### config.mk
export PLATFORM = sky130hd
export DESIGN_NAME = ocdc_config_control
export DESIGN_NICKNAME = d
export VERILOG_FILES = /design/src/verilog/ocdc_config_control.v /design/src/verilog/ocdc_correction_engine.v
export VERILOG_INCLUDE_DIRS = /design/src /design/src/verilog
export SDC_FILE = /design/constraint.sdc
export NUM_CORES = 1
export LEC_CHECK = 0
export BUFFER_PORTS_ARGS = -buffer_cell sky130_fd_sc_hd__buf_2
export CORE_ASPECT_RATIO = 1.5
export CORE_UTILIZATION = 55
export CTS_BUF_LIST = sky130_fd_sc_hd__clkbuf_16
export DETAILED_ROUTE_END_ITERATION = 12
export GPL_TIMING_DRIVEN = 1
export PLACE_DENSITY = 0.75
export SLEW_MARGIN = 20
export SYNTH_ARGS = -nofsm -noshare
export SYNTH_HDL_FRONTEND = slang
export SYNTH_HIERARCHICAL = 1
export SYNTH_SLANG_ARGS = --single-unit
### constraint.sdc
create_clock -name clk -period 18.78 [get_ports clk]
set_clock_uncertainty 0.2 [all_clocks]
set_input_delay 0.939 -clock clk [delete_from_list [all_inputs] [get_ports clk]]
set_output_delay 0.939 -clock clk [all_outputs]
set_load 0.1 [all_outputs]
### src/verilog/ocdc_config_map.vh
// Register field positions, reset values and access codes of the octal converter configuration logic.
`ifndef OCDC_CONFIG_MAP_VH
`define OCDC_CONFIG_MAP_VH

// Configuration register field positions.
`define OCDC_BIT_READBACK_SEL 15
`define OCDC_BIT_SYNC_LOAD    14
`define OCDC_BIT_SOFT_RESET   13
`define OCDC_BIT_PD_A         12
`define OCDC_BIT_PD_B         11
`define OCDC_BIT_CAL_EN       10
`define OCDC_BIT_RESERVED     9

// Configuration register reset value and the mask of bits that simply store what is written.
// Only readback select is set after reset, so both groups start powered and reads show converter data.
`define OCDC_CFG_RESET        16'h8000
`define OCDC_CFG_STORE_MASK   16'h9C00

// Channel data, gain and zero words sit in bits 15:4 of a 16-bit access.
`define OCDC_DATA_LSB         4
`define OCDC_DATA_LOW_ZERO    4'h0

// Reset values of the per-channel registers.
`define OCDC_GAIN_RESET       12'h800
`define OCDC_ZERO_RESET       12'h000
`define OCDC_CODE_RESET       12'h000
`define OCDC_CODE_MAX         12'hFFF

// Register select codes of the access port.
`define OCDC_SEL_CONFIG       2'h0
`define OCDC_SEL_INPUT        2'h1
`define OCDC_SEL_GAIN         2'h2
`define OCDC_SEL_ZERO         2'h3

`endif

### src/verilog/ocdc_config_control.v
// Configuration control of the octal converter: readback, loads, soft reset, power-down and correction.
//
// Notes on behaviour
// Readback select picks input or converter data.
// Input keeps raw value; converter data corrected.
// Sync load copies converter data to latches.
// Only channels written since last load reload.
// Sync load bit clears itself after updating.
// Without correction, sync load updates at once.
// Sync load writes ignored while load pin low.
// Soft reset equals hardware reset, then clears itself.
// Group A bit powers down channels 0-3.
// Group B bit powers down channels 4-7.
// Access port stays active during power-down.
// Calibration on corrects input with gain, zero.
// Calibration off passes input straight through.
// Reserved bit ignores writes, reads zero.
// Configuration resets to readback select set.
// Group power-downs act independently.
`timescale 1ns/1ps
`include "ocdc_config_map.vh"

module ocdc_config_control (
	input  wire        clk,
	input  wire        reset_n,
	input  wire        wr_req,
	input  wire [1:0]  wr_sel,
	input  wire [2:0]  wr_chan,
	input  wire [15:0] wr_data,
	input  wire        rd_req,
	input  wire        rd_sel_channel,
	input  wire [2:0]  rd_chan,
	output reg  [15:0] rd_data_reg,
	output reg         rd_valid_reg,
	input  wire        async_load_pin,
	output reg  [95:0] latch_data_reg,
	output wire        group_a_powerdown,
	output wire        group_b_powerdown,
	output wire        calibration_enable,
	output wire        sync_load_bit
);

	reg  [15:0] cfg_reg;          // Plain stored configuration bits.
	reg         sync_load_reg;    // Pending synchronous load command.
	reg         soft_reset_reg;   // Soft reset request, acted on in the next cycle.
	reg         load_s1_reg;      // First synchroniser stage of the load pin.
	reg         load_s2_reg;      // Second synchroniser stage of the load pin.
	reg  [95:0] input_flat_reg;   // Raw input codes of all channels.
	reg  [95:0] dac_flat_reg;     // Converter data codes of all channels.
	reg  [95:0] gain_flat_reg;    // Gain codes of all channels.
	reg  [95:0] zero_flat_reg;    // Zero codes of all channels.
	reg  [7:0]  accessed_reg;     // Channels written since the last load.
	wire        srst;             // Synchronous clear driven by the soft reset.
	wire        load_pin_low;     // Synchronised level of the load pin.
	wire        cfg_write;        // Configuration write this cycle.
	wire        cal_on;           // Correction engine enabled.
	wire        eng_done;         // Corrected result is ready.
	wire [2:0]  eng_chan;         // Channel of the corrected result.
	wire [11:0] eng_result;       // Corrected code.
	wire        eng_start;        // Input write that needs correcting.
	wire        sync_fire;        // Synchronous load is carried out this cycle.
	wire        load_now;         // Any latch update this cycle.
	wire [15:0] cfg_read;         // Configuration value as software reads it.

	// One decoder shared by the per-channel input, gain and zero write logic.
	function hit;
		input       req;
		input [1:0] sel;
		input [1:0] want;
		input [2:0] chan;
		input [2:0] idx;
		begin
			hit = req && (sel == want) && (chan == idx);
		end
	endfunction

	assign srst               = soft_reset_reg;
	assign load_pin_low       = ~load_s2_reg;
	assign cfg_write          = wr_req && (wr_sel == `OCDC_SEL_CONFIG);
	assign cal_on             = cfg_reg[`OCDC_BIT_CAL_EN];
	assign eng_start          = cal_on && wr_req && (wr_sel == `OCDC_SEL_INPUT);
	// A pending load waits while a corrected result is still on its way, so it never loads stale data.
	assign sync_fire          = sync_load_reg && !eng_start && !eng_done;
	assign load_now           = load_pin_low || sync_fire;
	assign group_a_powerdown  = cfg_reg[`OCDC_BIT_PD_A];
	assign group_b_powerdown  = cfg_reg[`OCDC_BIT_PD_B];
	assign calibration_enable = cal_on;
	assign sync_load_bit      = sync_load_reg;
	// Reserved and unimplemented low bits are never stored, so they read as zero.
	assign cfg_read           = cfg_reg | ({15'h0000, sync_load_reg} << `OCDC_BIT_SYNC_LOAD)
	                            | ({15'h0000, soft_reset_reg} << `OCDC_BIT_SOFT_RESET);

	// The load pin comes from outside the clock domain; only the second stage is read.
	always @(posedge clk or negedge reset_n)
	begin
		if (!reset_n)
		begin
			load_s1_reg <= 1'b1;
			load_s2_reg <= 1'b1;
		end
		else
		begin
			load_s1_reg <= async_load_pin;
			load_s2_reg <= load_s1_reg;
		end
	end

	// Configuration bits, the self-clearing load command and the soft reset request.
	always @(posedge clk or negedge reset_n)
	begin
		if (!reset_n)
		begin
			cfg_reg        <= `OCDC_CFG_RESET;
			sync_load_reg  <= 1'b0;
			soft_reset_reg <= 1'b0;
		end
		else if (srst)
		begin
			// Same state as after the hardware reset; the request bit drops with it.
			cfg_reg        <= `OCDC_CFG_RESET;
			sync_load_reg  <= 1'b0;
			soft_reset_reg <= 1'b0;
		end
		else
		begin
			if (cfg_write)
			begin
				cfg_reg        <= wr_data & `OCDC_CFG_STORE_MASK;
				soft_reset_reg <= wr_data[`OCDC_BIT_SOFT_RESET];
			end
			// A new command written in the cycle the old one fires is kept, not lost.
			if (cfg_write && wr_data[`OCDC_BIT_SYNC_LOAD] && !load_pin_low)
				sync_load_reg <= 1'b1;
			else if (load_pin_low)
				sync_load_reg <= 1'b0;
			else if (sync_fire)
				sync_load_reg <= 1'b0;
		end
	end

	// Per-channel data, gain, zero, access flag and output latch.
	genvar i;
	generate
		for (i = 0; i < 8; i = i + 1)
		begin : g_chan
			localparam [2:0] IDX = i; // Channel number at the width of the channel selects.
			wire in_hit;   // Input data write to this channel.
			wire eng_hit;  // Corrected result for this channel.
			wire dac_wr;   // Converter data changes this cycle.

			assign in_hit  = hit(wr_req, wr_sel, `OCDC_SEL_INPUT, wr_chan, IDX);
			assign eng_hit = eng_done && (eng_chan == IDX);
			assign dac_wr  = (in_hit && !cal_on) || eng_hit;

			// Power-down only gates the analog side, so writes and loads go on for every channel.
			always @(posedge clk or negedge reset_n)
			begin
				if (!reset_n)
				begin
					input_flat_reg[i*12 +: 12] <= `OCDC_CODE_RESET;
					dac_flat_reg[i*12 +: 12]   <= `OCDC_CODE_RESET;
					gain_flat_reg[i*12 +: 12]  <= `OCDC_GAIN_RESET;
					zero_flat_reg[i*12 +: 12]  <= `OCDC_ZERO_RESET;
					latch_data_reg[i*12 +: 12] <= `OCDC_CODE_RESET;
					accessed_reg[i]            <= 1'b0;
				end
				else if (srst)
				begin
					input_flat_reg[i*12 +: 12] <= `OCDC_CODE_RESET;
					dac_flat_reg[i*12 +: 12]   <= `OCDC_CODE_RESET;
					gain_flat_reg[i*12 +: 12]  <= `OCDC_GAIN_RESET;
					zero_flat_reg[i*12 +: 12]  <= `OCDC_ZERO_RESET;
					latch_data_reg[i*12 +: 12] <= `OCDC_CODE_RESET;
					accessed_reg[i]            <= 1'b0;
				end
				else
				begin
					if (hit(wr_req, wr_sel, `OCDC_SEL_GAIN, wr_chan, IDX))
						gain_flat_reg[i*12 +: 12] <= wr_data[15:`OCDC_DATA_LSB];
					if (hit(wr_req, wr_sel, `OCDC_SEL_ZERO, wr_chan, IDX))
						zero_flat_reg[i*12 +: 12] <= wr_data[15:`OCDC_DATA_LSB];
					if (in_hit)
						input_flat_reg[i*12 +: 12] <= wr_data[15:`OCDC_DATA_LSB];
					if (in_hit && !cal_on)
						dac_flat_reg[i*12 +: 12] <= wr_data[15:`OCDC_DATA_LSB];
					else if (eng_hit)
						dac_flat_reg[i*12 +: 12] <= eng_result;
					if (load_now && accessed_reg[i])
						latch_data_reg[i*12 +: 12] <= dac_flat_reg[i*12 +: 12];
					// A write landing in the load cycle keeps the flag so the new code loads later.
					if (dac_wr)
						accessed_reg[i] <= 1'b1;
					else if (load_now)
						accessed_reg[i] <= 1'b0;
				end
			end
		end
	endgenerate

	// Shared correction engine; results come back one cycle after the input write.
	ocdc_correction_engine u_engine (
		.clk        (clk),
		.reset_n    (reset_n),
		.clear      (srst),
		.start      (eng_start),
		.chan_in    (wr_chan),
		.data_in    (wr_data[15:`OCDC_DATA_LSB]),
		.gain_in    (gain_flat_reg[wr_chan*12 +: 12]),
		.zero_in    (zero_flat_reg[wr_chan*12 +: 12]),
		.done_reg   (eng_done),
		.chan_reg   (eng_chan),
		.result_reg (eng_result)
	);

	// Read answers one cycle after the request, whatever the power-down state.
	always @(posedge clk or negedge reset_n)
	begin
		if (!reset_n)
		begin
			rd_data_reg  <= 16'h0000;
			rd_valid_reg <= 1'b0;
		end
		else
		begin
			rd_valid_reg <= rd_req;
			if (rd_req && !rd_sel_channel)
				rd_data_reg <= cfg_read;
			else if (rd_req && cfg_reg[`OCDC_BIT_READBACK_SEL])
				rd_data_reg <= {dac_flat_reg[rd_chan*12 +: 12], `OCDC_DATA_LOW_ZERO};
			else if (rd_req)
				rd_data_reg <= {input_flat_reg[rd_chan*12 +: 12], `OCDC_DATA_LOW_ZERO};
		end
	end

endmodule // ocdc_config_control

### src/verilog/ocdc_correction_engine.v
// Gain and zero correction of one channel code, one cycle of latency.
`timescale 1ns/1ps
`include "ocdc_config_map.vh"

module ocdc_correction_engine (
	input  wire        clk,
	input  wire        reset_n,
	input  wire        clear,
	input  wire        start,
	input  wire [2:0]  chan_in,
	input  wire [11:0] data_in,
	input  wire [11:0] gain_in,
	input  wire [11:0] zero_in,
	output reg         done_reg,
	output reg  [2:0]  chan_reg,
	output reg  [11:0] result_reg
);

	wire        [23:0] product;     // Raw code times straight binary gain.
	wire        [12:0] scaled;      // Product divided by the unity gain of 2048.
	wire signed [14:0] summed;      // Scaled code plus the signed zero offset.
	reg         [11:0] result_next; // Clamped corrected code.

	assign product = data_in * gain_in;
	assign scaled  = product[23:11];
	assign summed  = $signed({2'h0, scaled}) + $signed({{3{zero_in[11]}}, zero_in});

	// Clamp to the code range so a large gain or offset saturates instead of wrapping.
	always @*
	begin
		if (summed < 0)
			result_next = `OCDC_CODE_RESET;
		else if (summed > $signed({3'h0, `OCDC_CODE_MAX}))
			result_next = `OCDC_CODE_MAX;
		else
			result_next = summed[11:0];
	end

	// The result is held in flip-flops with a done pulse so the caller knows when to store it.
	always @(posedge clk or negedge reset_n)
	begin
		if (!reset_n)
		begin
			done_reg   <= 1'b0;
			chan_reg   <= 3'h0;
			result_reg <= `OCDC_CODE_RESET;
		end
		else if (clear)
		begin
			done_reg   <= 1'b0;
			chan_reg   <= 3'h0;
			result_reg <= `OCDC_CODE_RESET;
		end
		else
		begin
			done_reg <= start;
			if (start)
			begin
				chan_reg   <= chan_in;
				result_reg <= result_next;
			end
		end
	end

endmodule // ocdc_correction_engine

==> summary.md <==
| Metric | Value |
|---|---|
| Status | `finished, final reports clean` |
| I/O pin count | `147` |
| Delay-heaviest family, CP | `adder cells` |
| Die Ht | `293.2 um` |
| Count leader, synth | `nand2_1` |
| Crit end category | `flop` |
| Final Hold Fails | `0` |
| VDD IR-drop max | `0.06518 mV` |
| Initial antenna violation count | `1` |
| Sequential fraction of the synthesis area | `0.4228` |
| N_diodes | `0` |
| Layout Nets | `3,379` |
| Met1 capacity usage during global routing | `0.3878` |
| Final Util | `0.6017` |
| Inst Count DP | `3,879` |
| Overall power | `3.435 mW` |
| Final worst-path setup slack | `9632 ps` |
| Reg-to-reg slack, setup | `10,720 ps` |
| Final period utilization | `0.4871` |
| Worst Path Max Fanout | `40` |
| DRT iter0 DRCs | `2,038` |
| Synth top cells by count | `nand2_1, dfrtp_1, a21oi_1, clkbuf_1, mux2i_1` |
| Total CTS buffers | `50` |
| Post-route ant nets | `0` |
| Clock latency on the worst-skew pair | `620 ps` |
| Predominant post-synthesis flop cell | `dfrtp_1` |
| Synth async-reset ratio | `1.000` |
| Clock Sinks | `525` |
| Worst reg2reg path startpoint | `gain_flat_reg[90]` |
| CTS max path bufs | `3` |
| Core area | `55,840 sq um` |
| Placement Cell Area | `31,970 sq um` |
| GR Overflow Total | `0` |
| Global routing's busiest layer | `met2` |
| Layout Cells excl Fill | `3,970` |
| Crit start category | `primary input` |
| Top cells by area, synth | `dfrtp_1, nand2_1, fa_1, mux2i_1, mux4_2` |
| Slew Viols, Final | `0` |
| CP Buf/Inv Count | `6` |
| Reg2Reg Capture Point | `u_engine/result_reg[2]` |
| RSZ-0062 raised after global routing | `no` |
| GPL Wtd Cong | `1.018` |
| Vias | `24,100` |
| Initial core utilization | `0.5570` |
| Place WS | `9040 ps` |
| Total Routing Usage GR | `0.3299` |
| Power density cells | `102.3 nW/um^2` |
| Ratio of cells with drive above 1 in the final layout | `0.1500` |
| CTS tree | `built` |
| DR pass1 iterations | `5` |
| Final hold slack | `134.4 ps` |
| Hold_buf cts | `0` |
| Fmax | `0.1093 GHz` |
| Vias in the first global route | `24,590` |
| Drt drc | `0` |
| Type of the tightest min-delay check | `in -> async` |
| First-pass GRT wire length | `143,600 um` |
| Largest net degree at the start of global routing | `189` |
| CP Data Arrival Time | `9460 ps` |
| Synth unique cells | `73` |
| Std cell rows | `106` |
| Final setup fails | `0` |
| CP Class | `in -> reg` |
| Mean Syn Cell Area | `9.686 sq um` |
| Wirelength per Cell | `23.51 um` |
| Max Cap Viol | `0` |
| Slew HR | `0.2042` |
| Setup TNS | `0 ps` |
| Buffers on Ports | `138` |
| Multi-input logic area | `16,290 sq um` |
| GR Layer Usage met3 | `0.05177` |
| Grt met2 use | `0.5461` |
| Mapped Cells | `3,211` |
| Worst R2R Path Depth | `27` |
| Filler cell count | `4,601` |
| CP max stage delay | `710 ps` |
| Total routed wirelength | `93,320 um` |
| Die Footprint | `57,520 sq um` |
| Root buf cell | `clkbuf_16` |
| Die Width | `196.2 um` |
| Synth area leader | `dfrtp_1` |
| EDFF count, synth | `0` |
| Area grow syn2layout | `8.013%` |
| Worst EP required | `19,090 ps` |
| # resized after CTS | `0` |
| Clock slew at reported path FFs | `70 ps` |
| Min Tclk post-route | `9148 ps` |
| Mapped cell area | `31,100 sq um` |
| Leak | `15.66 nW` |
| Worst slew pin tran | `1189 ps` |
| Slowest-stage cell, CP | `buf_4` |
| Setup repair bufs after CTS | `0` |
| Yosys reg bits | `525` |
| Post-synth top area share | `0.4135` |
| Design Area, Final | `33,590 sq um` |
| HPWL Detailed | `62,990 um` |
| Yosys Warn Count | `6` |
| Htree depth | `2` |
| Reg area | `13,160 sq um` |
| Cell mode on critical path | `fa_1` |
| Vias per inst | `6.069` |
metal layers:
layer / up-vias / part of all wire / routed length, um
met5: - / 0.00017 / 16
met4: 2 / 0.084 / 7847
met3: 345 / 0.076 / 7078
met2: 1220 / 0.48 / 44720
met1: 11920 / 0.36 / 33660
li1: 10610 / - / -
final cells by class:
type / instances / area share
sequential: 525 / 0.3916
clock buffer: 50 / 0.03724
timing repair buffer: 186 / 0.03311
clock inverter: 40 / 0.009721
tap: 756 / 0.02816
inverter: 138 / 0.01542
multi-input combinational: 2275 / 0.4848
power by group:
group	switching [mW]	leakage, nW	internal [mW]	total [mW]
Sequential	0.164	7.15	1.25	1.41
Clock	0.457	0.788	0.542	0.999
Combinational	0.668	7.72	0.357	1.02
Total	1.29	15.7	2.15	3.44
cell usage in the layout (no fill, tap or decap), types with 6 or more instances in the layout:
master / netlist / routed
buf_2: 40 / 136
mux2_4: 80 / 80
or2_1: 8 / 8
nand4_1: 19 / 19
xor2_1: 9 / 9
nand2b_1: 10 / 10
a21o_1: 9 / 9
nor2_1: 130 / 125
mux2i_1: 182 / 182
a21oi_1: 251 / 251
inv_1: 138 / 143
o221ai_1: 6 / 6
nand3b_1: 8 / 8
nand3_1: 80 / 80
nand2_1: 747 / 747
ha_1: 73 / 73
xnor2_1: 19 / 19
mux4_2: 56 / 56
a311oi_1: 12 / 12
o21ai_1: 25 / 25
fa_1: 100 / 100
nor3_2: 7 / 9
a21oi_4: 9 / 9
and3_1: 22 / 22
clkinv_2: 0 / 9
clkinv_1: 0 / 14
clkbuf_16: 0 / 50
a211oi_1: 22 / 21
mux2_2: 40 / 40
dfstp_2: 11 / 11
and2_1: 56 / 55
nor2b_1: 110 / 110
buf_4: 8 / 45
o21a_1: 6 / 6
a32oi_1: 6 / 6
o21ai_0: 97 / 97
dfrtp_1: 514 / 513
a31oi_1: 6 / 6
cells by family (layout without fill, tap and decap cells):
logic type	after synthesis	in the layout	share of synthesized area
xor+xnor	28	28	0.007885
mux	358	358	0.1522
other cells	1	4	0.0001206
buf+inv	414	414	0.05483
fa+ha+maj	173	173	0.09373
simple gates	1223	1223	0.1755
compound gates	489	489	0.09289
flops	525	525	0.4228
how the worst max path moves through the flow:
stage	depth (start not counted)	slack, ps	endpoint	start
final	29	9630	u_engine/result_reg[2]	wr_chan[0]
after global routing	29	8990	u_engine/result_reg[0]	wr_chan[0]
after global placement	28	9120	u_engine/result_reg[2]	wr_chan[0]
after CTS	28	9650	u_engine/result_reg[2]	wr_chan[0]
after detailed placement	28	9040	u_engine/result_reg[2]	wr_chan[0]
after floorplan	32	10160	u_engine/result_reg[9]	wr_chan[0]
(Power assumes the default switching activity.)
